<file path="src/bcrt_pkg.sv">
// Package of constants for the board clock, reset and bus timeout block.
package bcrt_pkg;
   // Core clock is 250 MHz; the oscillator time base is emulated by enables.
   localparam int CLK_PERIOD_PS = 4000;
   localparam int OSC_PERIOD_PS = 125000;
   // Enable divisors: 8 MHz from the core clock, 1 MHz from the 8 MHz ticks.
   localparam int DIV_8M = OSC_PERIOD_PS / CLK_PERIOD_PS;
   localparam logic [5:0] DIV_8M_LAST = 6'(DIV_8M - 1);
   localparam logic [2:0] DIV_1M_LAST = 3'h7;
   // Bus timeout, roughly ten microseconds, counted in 1 MHz ticks.
   localparam int TIMEOUT_US = 10;
   localparam logic [3:0] TIMEOUT_TICKS = 4'(TIMEOUT_US);
   // Power-up reset duration in 1 MHz ticks.
   localparam int PWRUP_US = 100;
   localparam logic [7:0] PWRUP_TICKS = 8'(PWRUP_US);
   // Button reset pulse length in 1 MHz ticks.
   localparam logic [7:0] BTN_TICKS = 8'h10;
   // Segment decodes on address bits 23:16.
   localparam logic [7:0] SEG_FIRST = 8'h02;
   localparam logic [7:0] SEG_SYNC = 8'h03;
   localparam logic [7:0] SEG_UPPER_BASE = 8'h04;
   localparam int SEG_UPPER_NUM = 4;
   // Interrupt levels (active-low priority code out is inverted level).
   localparam logic [2:0] IPL_ABORT = 3'h7;
   localparam logic [2:0] IPL_LEGACY = 3'h4;
   localparam logic [7:0] LEGACY_VECTOR = 8'h1c;
endpackage

</file>
<file path="src/bcrt_top.sv">
// Clock enables, bus timeout, reset sequencing, abort and segment decodes.
// Contract
// - Derive 4 and 1 MHz from 8 MHz
// - Processor clock runs at 4 MHz
// - Unanswered cycle ends in bus error
// - ROM writes, unused locations get no acknowledge
// - Power-up asserts reset and power-on clear
// - Reset for processor; clear for others
// - Button asserts reset only, not clear
// - Halt asserted at power-up, drives indicator
// - Processor fetches vectors after reset
// - Abort button raises level 7 interrupt
// - Abort never asserts any reset
// - Upper enables low when decoded with strobe
// - Separate enable for synchronous peripheral page
// - Five enables decode listed 64K segments
// - Page selects valid input, enable after strobes
// - Legacy interrupt gives level 4 autovector
`timescale 1ns/10ps
module bcrt_top
   import bcrt_pkg::*;
(
   input wire logic clk,
   input wire logic rst_b,
   input wire logic [23:16] addr_hi,
   input wire logic address_strobe_n,
   input wire logic lower_byte_strobe_n,
   input wire logic valid_mem_addr_n,
   input wire logic transfer_ack_n,
   input wire logic [2:0] func_code,
   input wire logic reset_button,
   input wire logic abort_button,
   input wire logic legacy_irq_n,
   output logic clk8_en,
   output logic clk4_en,
   output logic clk1_en,
   output logic cpu_clk,
   output logic bus_error_n,
   output logic cpu_reset_n,
   output logic power_on_clear_n,
   output logic halt_n,
   output logic halt_led,
   output logic [2:0] ipl_n,
   output logic periph_addr_valid_n,
   output logic segment_enable_first_n,
   output logic [SEG_UPPER_NUM-1:0] segment_enable_upper_n,
   output logic sync_page_select,
   output logic [7:0] autovector
);

   ////////////////////////////////////////////////////////////////////////
   logic [5:0] pre_cnt_reg;
   logic tick8;
   logic [2:0] div_reg;

   // Prescaler models the 8 MHz oscillator as a one-cycle enable.
   always_ff @(posedge clk or negedge rst_b) begin
      if (!rst_b) begin
         pre_cnt_reg <= 6'h00;
      end else if (pre_cnt_reg == DIV_8M_LAST) begin
         pre_cnt_reg <= 6'h00;
      end else begin
         pre_cnt_reg <= pre_cnt_reg + 6'h01;
      end
   end
   assign tick8 = (pre_cnt_reg == DIV_8M_LAST);

   // Binary counter off the 8 MHz time base gives 4 and 1 MHz.
   always_ff @(posedge clk or negedge rst_b) begin
      if (!rst_b) begin
         div_reg <= 3'h0;
         clk8_en <= 1'b0;
         clk4_en <= 1'b0;
         clk1_en <= 1'b0;
         cpu_clk <= 1'b0;
      end else begin
         clk8_en <= tick8;
         clk4_en <= tick8 && div_reg[0];
         clk1_en <= tick8 && (div_reg == DIV_1M_LAST);
         if (tick8) begin
            div_reg <= div_reg + 3'h1;
            cpu_clk <= ~div_reg[0];
         end
      end
   end

   ////////////////////////////////////////////////////////////////////////
   logic [3:0] to_cnt_reg;
   logic as_prev_reg;
   logic cycle_start;

   assign cycle_start = as_prev_reg && !address_strobe_n;

   // Timeout counter restarts on each strobe edge; the 1 MHz base makes the
   // interval 9 to 10 us, which is close enough for a watchdog.
   always_ff @(posedge clk or negedge rst_b) begin
      if (!rst_b) begin
         as_prev_reg <= 1'b1;
         to_cnt_reg <= 4'h0;
         bus_error_n <= 1'b1;
      end else begin
         as_prev_reg <= address_strobe_n;
         if (address_strobe_n || cycle_start) begin
            to_cnt_reg <= 4'h0;
            bus_error_n <= 1'b1;
         end else if (!transfer_ack_n || !periph_addr_valid_n) begin
            to_cnt_reg <= 4'h0; // Answered cycles never time out.
         end else if (clk1_en && to_cnt_reg != TIMEOUT_TICKS) begin
            to_cnt_reg <= to_cnt_reg + 4'h1;
         end else if (to_cnt_reg == TIMEOUT_TICKS) begin
            bus_error_n <= 1'b0;
         end
      end
   end

   ////////////////////////////////////////////////////////////////////////
   logic [7:0] rst_cnt_reg;
   logic pwrup_reg;
   logic btn_reg;

   // Power-up timer holds reset, clear and halt; button holds reset only.
   always_ff @(posedge clk or negedge rst_b) begin
      if (!rst_b) begin
         rst_cnt_reg <= 8'h00;
         pwrup_reg <= 1'b1;
         btn_reg <= 1'b0;
      end else if (pwrup_reg) begin
         if (clk1_en) begin
            rst_cnt_reg <= rst_cnt_reg + 8'h01;
         end
         if (rst_cnt_reg == PWRUP_TICKS) begin
            pwrup_reg <= 1'b0;
            rst_cnt_reg <= 8'h00;
         end
      end else if (reset_button) begin
         btn_reg <= 1'b1;
         rst_cnt_reg <= 8'h00;
      end else if (btn_reg) begin
         if (clk1_en) begin
            rst_cnt_reg <= rst_cnt_reg + 8'h01;
         end
         if (rst_cnt_reg == BTN_TICKS) begin
            btn_reg <= 1'b0;
         end
      end
   end

   // Abort plays no part here, so an abort keeps registers and memory.
   always_ff @(posedge clk or negedge rst_b) begin
      if (!rst_b) begin
         cpu_reset_n <= 1'b0;
         power_on_clear_n <= 1'b0;
         halt_n <= 1'b0;
         halt_led <= 1'b1;
      end else begin
         cpu_reset_n <= !(pwrup_reg || btn_reg || reset_button);
         power_on_clear_n <= !pwrup_reg;
         halt_n <= !pwrup_reg;
         halt_led <= pwrup_reg;
      end
   end

   ////////////////////////////////////////////////////////////////////////
   logic iack;
   logic [2:0] ack_level;

   assign iack = (func_code == 3'h7) && !address_strobe_n;
   assign ack_level = addr_hi[19:17];

   // Abort outranks the legacy request; a button press is a level hold.
   always_ff @(posedge clk or negedge rst_b) begin
      if (!rst_b) begin
         ipl_n <= 3'h7;
      end else if (abort_button) begin
         ipl_n <= ~IPL_ABORT;
      end else if (!legacy_irq_n) begin
         ipl_n <= ~IPL_LEGACY;
      end else begin
         ipl_n <= 3'h7;
      end
   end

   ////////////////////////////////////////////////////////////////////////
   // Segment decodes; valid only while the address strobe is low.
   always_ff @(posedge clk or negedge rst_b) begin
      if (!rst_b) begin
         segment_enable_first_n <= 1'b1;
         sync_page_select <= 1'b0;
         periph_addr_valid_n <= 1'b1;
         autovector <= 8'h00;
      end else begin
         segment_enable_first_n <= !(!address_strobe_n && addr_hi == SEG_FIRST);
         // Page decode asks for a synchronous cycle first.
         periph_addr_valid_n <= !(!address_strobe_n && !iack && addr_hi == SEG_SYNC
            || iack && (ack_level == IPL_LEGACY || ack_level == IPL_ABORT));
         sync_page_select <= !address_strobe_n && addr_hi == SEG_SYNC
            && !valid_mem_addr_n && !lower_byte_strobe_n;
         autovector <= (iack && ack_level == IPL_LEGACY) ? LEGACY_VECTOR : 8'h00;
      end
   end

   wire [SEG_UPPER_NUM-1:0] seg_hit;

   genvar gi;
   generate
      for (gi = 0; gi < SEG_UPPER_NUM; gi++) begin : g_seg
         // Ascending 64K segments above the synchronous page.
         assign seg_hit[gi] = !address_strobe_n && addr_hi == SEG_UPPER_BASE + 8'(gi);
      end
   endgenerate

   // One register for all upper enables, so no bit has a second writer.
   always_ff @(posedge clk or negedge rst_b) begin
      if (!rst_b) begin
         segment_enable_upper_n <= {SEG_UPPER_NUM{1'b1}};
      end else begin
         segment_enable_upper_n <= ~seg_hit;
      end
   end

   ////////////////////////////////////////////////////////////////////////
   property p_clear_only_powerup;
      @(posedge clk) disable iff (!rst_b)
      !power_on_clear_n |-> !cpu_reset_n;
   endproperty
   a_clear_only_powerup: assert property (p_clear_only_powerup) else $error("clear without reset");

   property p_button_no_clear;
      @(posedge clk) disable iff (!rst_b)
      (!pwrup_reg && reset_button) |=> power_on_clear_n && !cpu_reset_n;
   endproperty
   a_button_no_clear: assert property (p_button_no_clear) else $error("button touched clear");

   property p_abort_level;
      @(posedge clk) disable iff (!rst_b)
      abort_button |=> ipl_n == 3'h0;
   endproperty
   a_abort_level: assert property (p_abort_level) else $error("abort level wrong");

   property p_abort_no_reset;
      @(posedge clk) disable iff (!rst_b)
      (abort_button && !reset_button && !pwrup_reg && !btn_reg) |=> cpu_reset_n;
   endproperty
   a_abort_no_reset: assert property (p_abort_no_reset) else $error("abort caused reset");

   property p_seg_first;
      @(posedge clk) disable iff (!rst_b)
      (!address_strobe_n && addr_hi == 8'h02) |=> !segment_enable_first_n;
   endproperty
   a_seg_first: assert property (p_seg_first) else $error("first segment missed");

   property p_seg_idle;
      @(posedge clk) disable iff (!rst_b)
      address_strobe_n |=> segment_enable_first_n && (&segment_enable_upper_n) && !sync_page_select;
   endproperty
   a_seg_idle: assert property (p_seg_idle) else $error("enable without strobe");

   property p_berr_clear;
      @(posedge clk) disable iff (!rst_b)
      address_strobe_n |=> bus_error_n;
   endproperty
   a_berr_clear: assert property (p_berr_clear) else $error("bus error outlived cycle");

   property p_berr_ack;
      @(posedge clk) disable iff (!rst_b)
      (!address_strobe_n && !transfer_ack_n && bus_error_n) |=> bus_error_n;
   endproperty
   a_berr_ack: assert property (p_berr_ack) else $error("acked cycle errored");

   property p_powerup_halt;
      @(posedge clk) disable iff (!rst_b)
      pwrup_reg |=> !halt_n && halt_led;
   endproperty
   a_powerup_halt: assert property (p_powerup_halt) else $error("halt missing at power-up");

   property p_clk4_on_tick;
      @(posedge clk) disable iff (!rst_b)
      clk4_en |-> clk8_en;
   endproperty
   a_clk4_on_tick: assert property (p_clk4_on_tick) else $error("4 MHz enable off the 8 MHz tick");

   property p_clk1_on_tick;
      @(posedge clk) disable iff (!rst_b)
      clk1_en |-> clk4_en;
   endproperty
   a_clk1_on_tick: assert property (p_clk1_on_tick) else $error("1 MHz enable off the 4 MHz tick");

   property p_cpu_clk_rate;
      @(posedge clk) disable iff (!rst_b)
      $changed(cpu_clk) == clk8_en;
   endproperty
   a_cpu_clk_rate: assert property (p_cpu_clk_rate) else $error("processor clock off the 8 MHz tick");

   property p_berr_full_count;
      @(posedge clk) disable iff (!rst_b)
      $fell(bus_error_n) |-> to_cnt_reg == TIMEOUT_TICKS;
   endproperty
   a_berr_full_count: assert property (p_berr_full_count) else $error("bus error before full count");

   property p_btn_holds_reset;
      @(posedge clk) disable iff (!rst_b)
      reset_button |=> !cpu_reset_n;
   endproperty
   a_btn_holds_reset: assert property (p_btn_holds_reset) else $error("button did not reset");

   property p_legacy_level;
      @(posedge clk) disable iff (!rst_b)
      (!legacy_irq_n && !abort_button) |=> ipl_n == ~IPL_LEGACY;
   endproperty
   a_legacy_level: assert property (p_legacy_level) else $error("legacy level wrong");

   property p_sync_after_valid;
      @(posedge clk) disable iff (!rst_b)
      sync_page_select |-> !periph_addr_valid_n;
   endproperty
   a_sync_after_valid: assert property (p_sync_after_valid) else $error("page enable without valid");
endmodule

</file>
<file path="config.mk">
export PLATFORM = sky130hd
export DESIGN_NAME = bcrt_top
export DESIGN_NICKNAME = d
export VERILOG_FILES = /design/src/bcrt_pkg.sv /design/src/bcrt_top.sv
export SDC_FILE = /design/constraint.sdc
export NUM_CORES = 1
export LEC_CHECK = 0
export BUFFER_PORTS_ARGS = -buffer_cell sky130_fd_sc_hd__buf_2
export CAP_MARGIN = 20
export CORE_ASPECT_RATIO = 0.5
export CORE_UTILIZATION = 55
export DETAILED_ROUTE_END_ITERATION = 7
export GPL_ROUTABILITY_DRIVEN = 0
export HOLD_SLACK_MARGIN = 0.08
export PLACE_DENSITY = 0.82
export SLEW_MARGIN = 20
export SYNTH_ARGS = -nofsm -noshare
export SYNTH_HDL_FRONTEND = slang
export SYNTH_SLANG_ARGS = --single-unit
</file>
<file path="constraint.sdc">
create_clock -name clk -period 3.15 [get_ports clk]
set_input_delay 0 -clock clk [delete_from_list [all_inputs] [get_ports clk]]
set_output_delay 0 -clock clk [all_outputs]
set_load 0.01 [all_outputs]
</file>
==> results.sh <==
export IMPL_status="complete, but fails checks"
export IMPL_failed_checks="design-rule violations"
export IMPL_startpoint_type="primary input"
export IMPL_ant_nets=0
export IMPL_seqCellArea_um2=1041
export IMPL_syn_area_um2=1878
export IMPL_reg2regPathDepth=5
export IMPL_antenna_found_initial=0
export IMPL_final_common_cell="buf_2"
export IMPL_slew_violations=0
export IMPL_p_leak_nw=1.064
export IMPL_route_detailed_drc=1
export IMPL_critical_path_slowest_cell="dlygate4sd3_1"
export IMPL_max_slew_margin_rel_pct=42.65
export IMPL_multi_input_area_um2=754.5
export IMPL_cp_top_family="buffers and inverters"
export IMPL_dp_cells=243
export IMPL_crit_type="primary input to flop"
export IMPL_path_cells="dlygate4sd3_1 > buf_2 > or4_4 > nor4_1 > dlygate4sd3_1 > nand2_1"
export IMPL_largest_reg_flops=8
export IMPL_yosys_most_used_dff="dfrtp_1"
export IMPL_mostFrequentLayoutCells="buf_2, dfrtp_1, dlygate4sd3_1"
export IMPL_period_share_pct=66.03
export IMPL_placed_cell_area_um2=2076
export IMPL_syn2layout_area_growth_pct=27.65
export IMPL_path_clk_slew_ps=70
export IMPL_fp_dieArea_um2=3667
export IMPL_cp_arrival_ps=2300
export IMPL_hpwlAfterDp_mm=2.419
export IMPL_die_w_um=84.64
export IMPL_yosys_cell_types_count=39
export IMPL_overflow=0
export IMPL_netlist_instances=168
export IMPL_clk_latency_ps=300
export IMPL_hold_violations=0
export IMPL_avgSynthCellArea_um2=11.18
export IMPL_maxCapViolations=0
export IMPL_diodes=0
export IMPL_post_cts_buffers=0
export IMPL_wl_mm=4.063
export IMPL_synth_async_reset_ratio_pct=100.0
export IMPL_ys_ff_latch=41
export IMPL_cpMostUsedCell="dlygate4sd3_1"
export IMPL_grt_first_pass_wirelength_mm=6.831
export IMPL_start_util_pct=60.23
export IMPL_grt_max_degree=42
export IMPL_hold_path_depth=4
export IMPL_rsz0062_at_grt="false"
export IMPL_cp_max_fo=2
export IMPL_post_drt_via_cell_ratio=5.395
export IMPL_die_y_um=43.32
export IMPL_num_io_pins=47
export IMPL_skew_ps=6.988
export IMPL_p_total_mw=1.034
export IMPL_fmax_ghz=0.4807
export IMPL_period_needed_ps=2080
export IMPL_cts_root_buf="clkbuf_8"
export IMPL_synth_edf_count=0
export IMPL_io_buffers=41
export IMPL_max_stage_delay_ps=680
export IMPL_drt_iter0_drc=70
export IMPL_routedWlPerCell_um=14.99
export IMPL_cts_max_path_buffers=2
export IMPL_p_per_area_nw_per_um2=431.5
export IMPL_hold_slack_ps=148.8
export IMPL_fillers=204
export IMPL_cts_resized=0
export IMPL_cts_max_level=2
export IMPL_cts_buffers_inserted=5
export IMPL_core_um2=3118
export IMPL_layout_nets=258
export IMPL_vdd_drop_max_uv=304.9
export IMPL_timing_critical_path_buf_inv=3
export IMPL_gr_usage_all_layers_pct=25.74
export IMPL_hp_class="primary input to flop"
export IMPL_rows=14
export IMPL_r2r_slack_ps=1340
export IMPL_finalNonFillerCells=271
export IMPL_yosysWarnings=0
export IMPL_clock_sinks=41
export IMPL_worstSetupPathDepth=6
export IMPL_cts_tree="yes"
export IMPL_worst_pin_slew_ps=860.2
export IMPL_firstDrtPassIters=8
export IMPL_vias=1462
export IMPL_drive_above_1_share_pct=30.74
export IMPL_first_global_vias=1553
export IMPL_synth_seq_area_share_pct=55.43
export IMPL_design_area_um2=2397
export IMPL_endpoint_kind="flop"
export IMPL_critPathRequiredTime_ps=3370
export IMPL_tns_ps=0
export IMPL_final_setup_viol_count=0
cell type report:
class	count	area share [%]
clock buffer	7	3.601
clock inverter	1	1.253
sequential	41	43.42
inverter	8	1.253
tap	40	2.088
multi-input combinational	113	31.47
timing repair buffer	61	16.91
synth_stat cells (all sizes together) (2+ instances only):
master | count | share of area [%]
a21oi | 9 | 2.4
nor2 | 12 | 2.4
and2 | 2 | 0.67
or4 | 6 | 2.6
mux2 | 2 | 1.2
dfstp | 12 | 17
nand2 | 14 | 2.8
nand4 | 3 | 1.0
o31ai | 6 | 3.1
ha | 8 | 5.3
o21ai | 8 | 2.1
dfrtp | 29 | 39
nor2b | 3 | 1.0
buf | 10 | 3.9
nand3 | 7 | 1.9
nor3 | 3 | 0.80
xor2 | 4 | 1.9
inv | 8 | 1.6
xnor2 | 2 | 0.93
or3 | 4 | 1.4
nand2b | 2 | 0.67
path summary, 6_finish.rpt:
path / from / end
min in group asynchronous: rst_b / to_cnt_reg[3]
max in group asynchronous: rst_b / div_reg[0]
setup / recovery: addr_hi[19] / segment_enable_first_n
hold reg to reg: pwrup_reg / halt_led
setup reg to reg: rst_cnt_reg[0] / rst_cnt_reg[0]
hold / removal: addr_hi[23] / sync_page_select
worst min-delay path: stages:
cell     delay, ps
buf_2           70
or4_4          130
nor4b_4         50
and3_1         140
cells by family after synthesis:
group	synth area share [%]
and+or+nand+nor	19.79
other	0.1997
muxes	1.732
adders and majority gates	5.330
buffers and inverters	5.463
xor gates and xnor gates	2.798
AOI/OAI and AO/OA	9.261
DFF	55.43
routing by layer:
metal | vias up | part of all wire [%] | routed length (um) | global-route usage [%]
met5 | - | 0 | 0 | 0
met4 | 0 | 3.6 | 146 | 16.95
met3 | 15 | 4.0 | 161 | 6.226
met2 | 47 | 53 | 2134 | 47.48
met1 | 704 | 40 | 1620 | 27.32
li1 | 696 | - | - | -
report_power, final:
group          switching, mW  internal [mW]  total [mW]  leakage, nW
Combinational         0.0326         0.0273      0.0599        0.500
Sequential          0.000817          0.530       0.531        0.506
Clock                  0.185          0.259       0.443       0.0585
metrics by stage:
step           utilization, %  setup slack (ps)
5_1_grt                 76.89             949.2
4_1_cts                 76.73              1068
3_3_place_gp            66.57              1208
6_report                76.89              1070
2_1_floorplan               -              1531
3_5_place_dp            66.57              1133
what timing repair did:
| item | in CTS | in global routing |
|---|---|---|
| setup endpoints to repair | 0 | 0 |
| hold buffers | 20 | 0 |
| endpoints found under the hold margin | 46 | 0 |
Note: power is estimated with default switching activity, not from simulation.
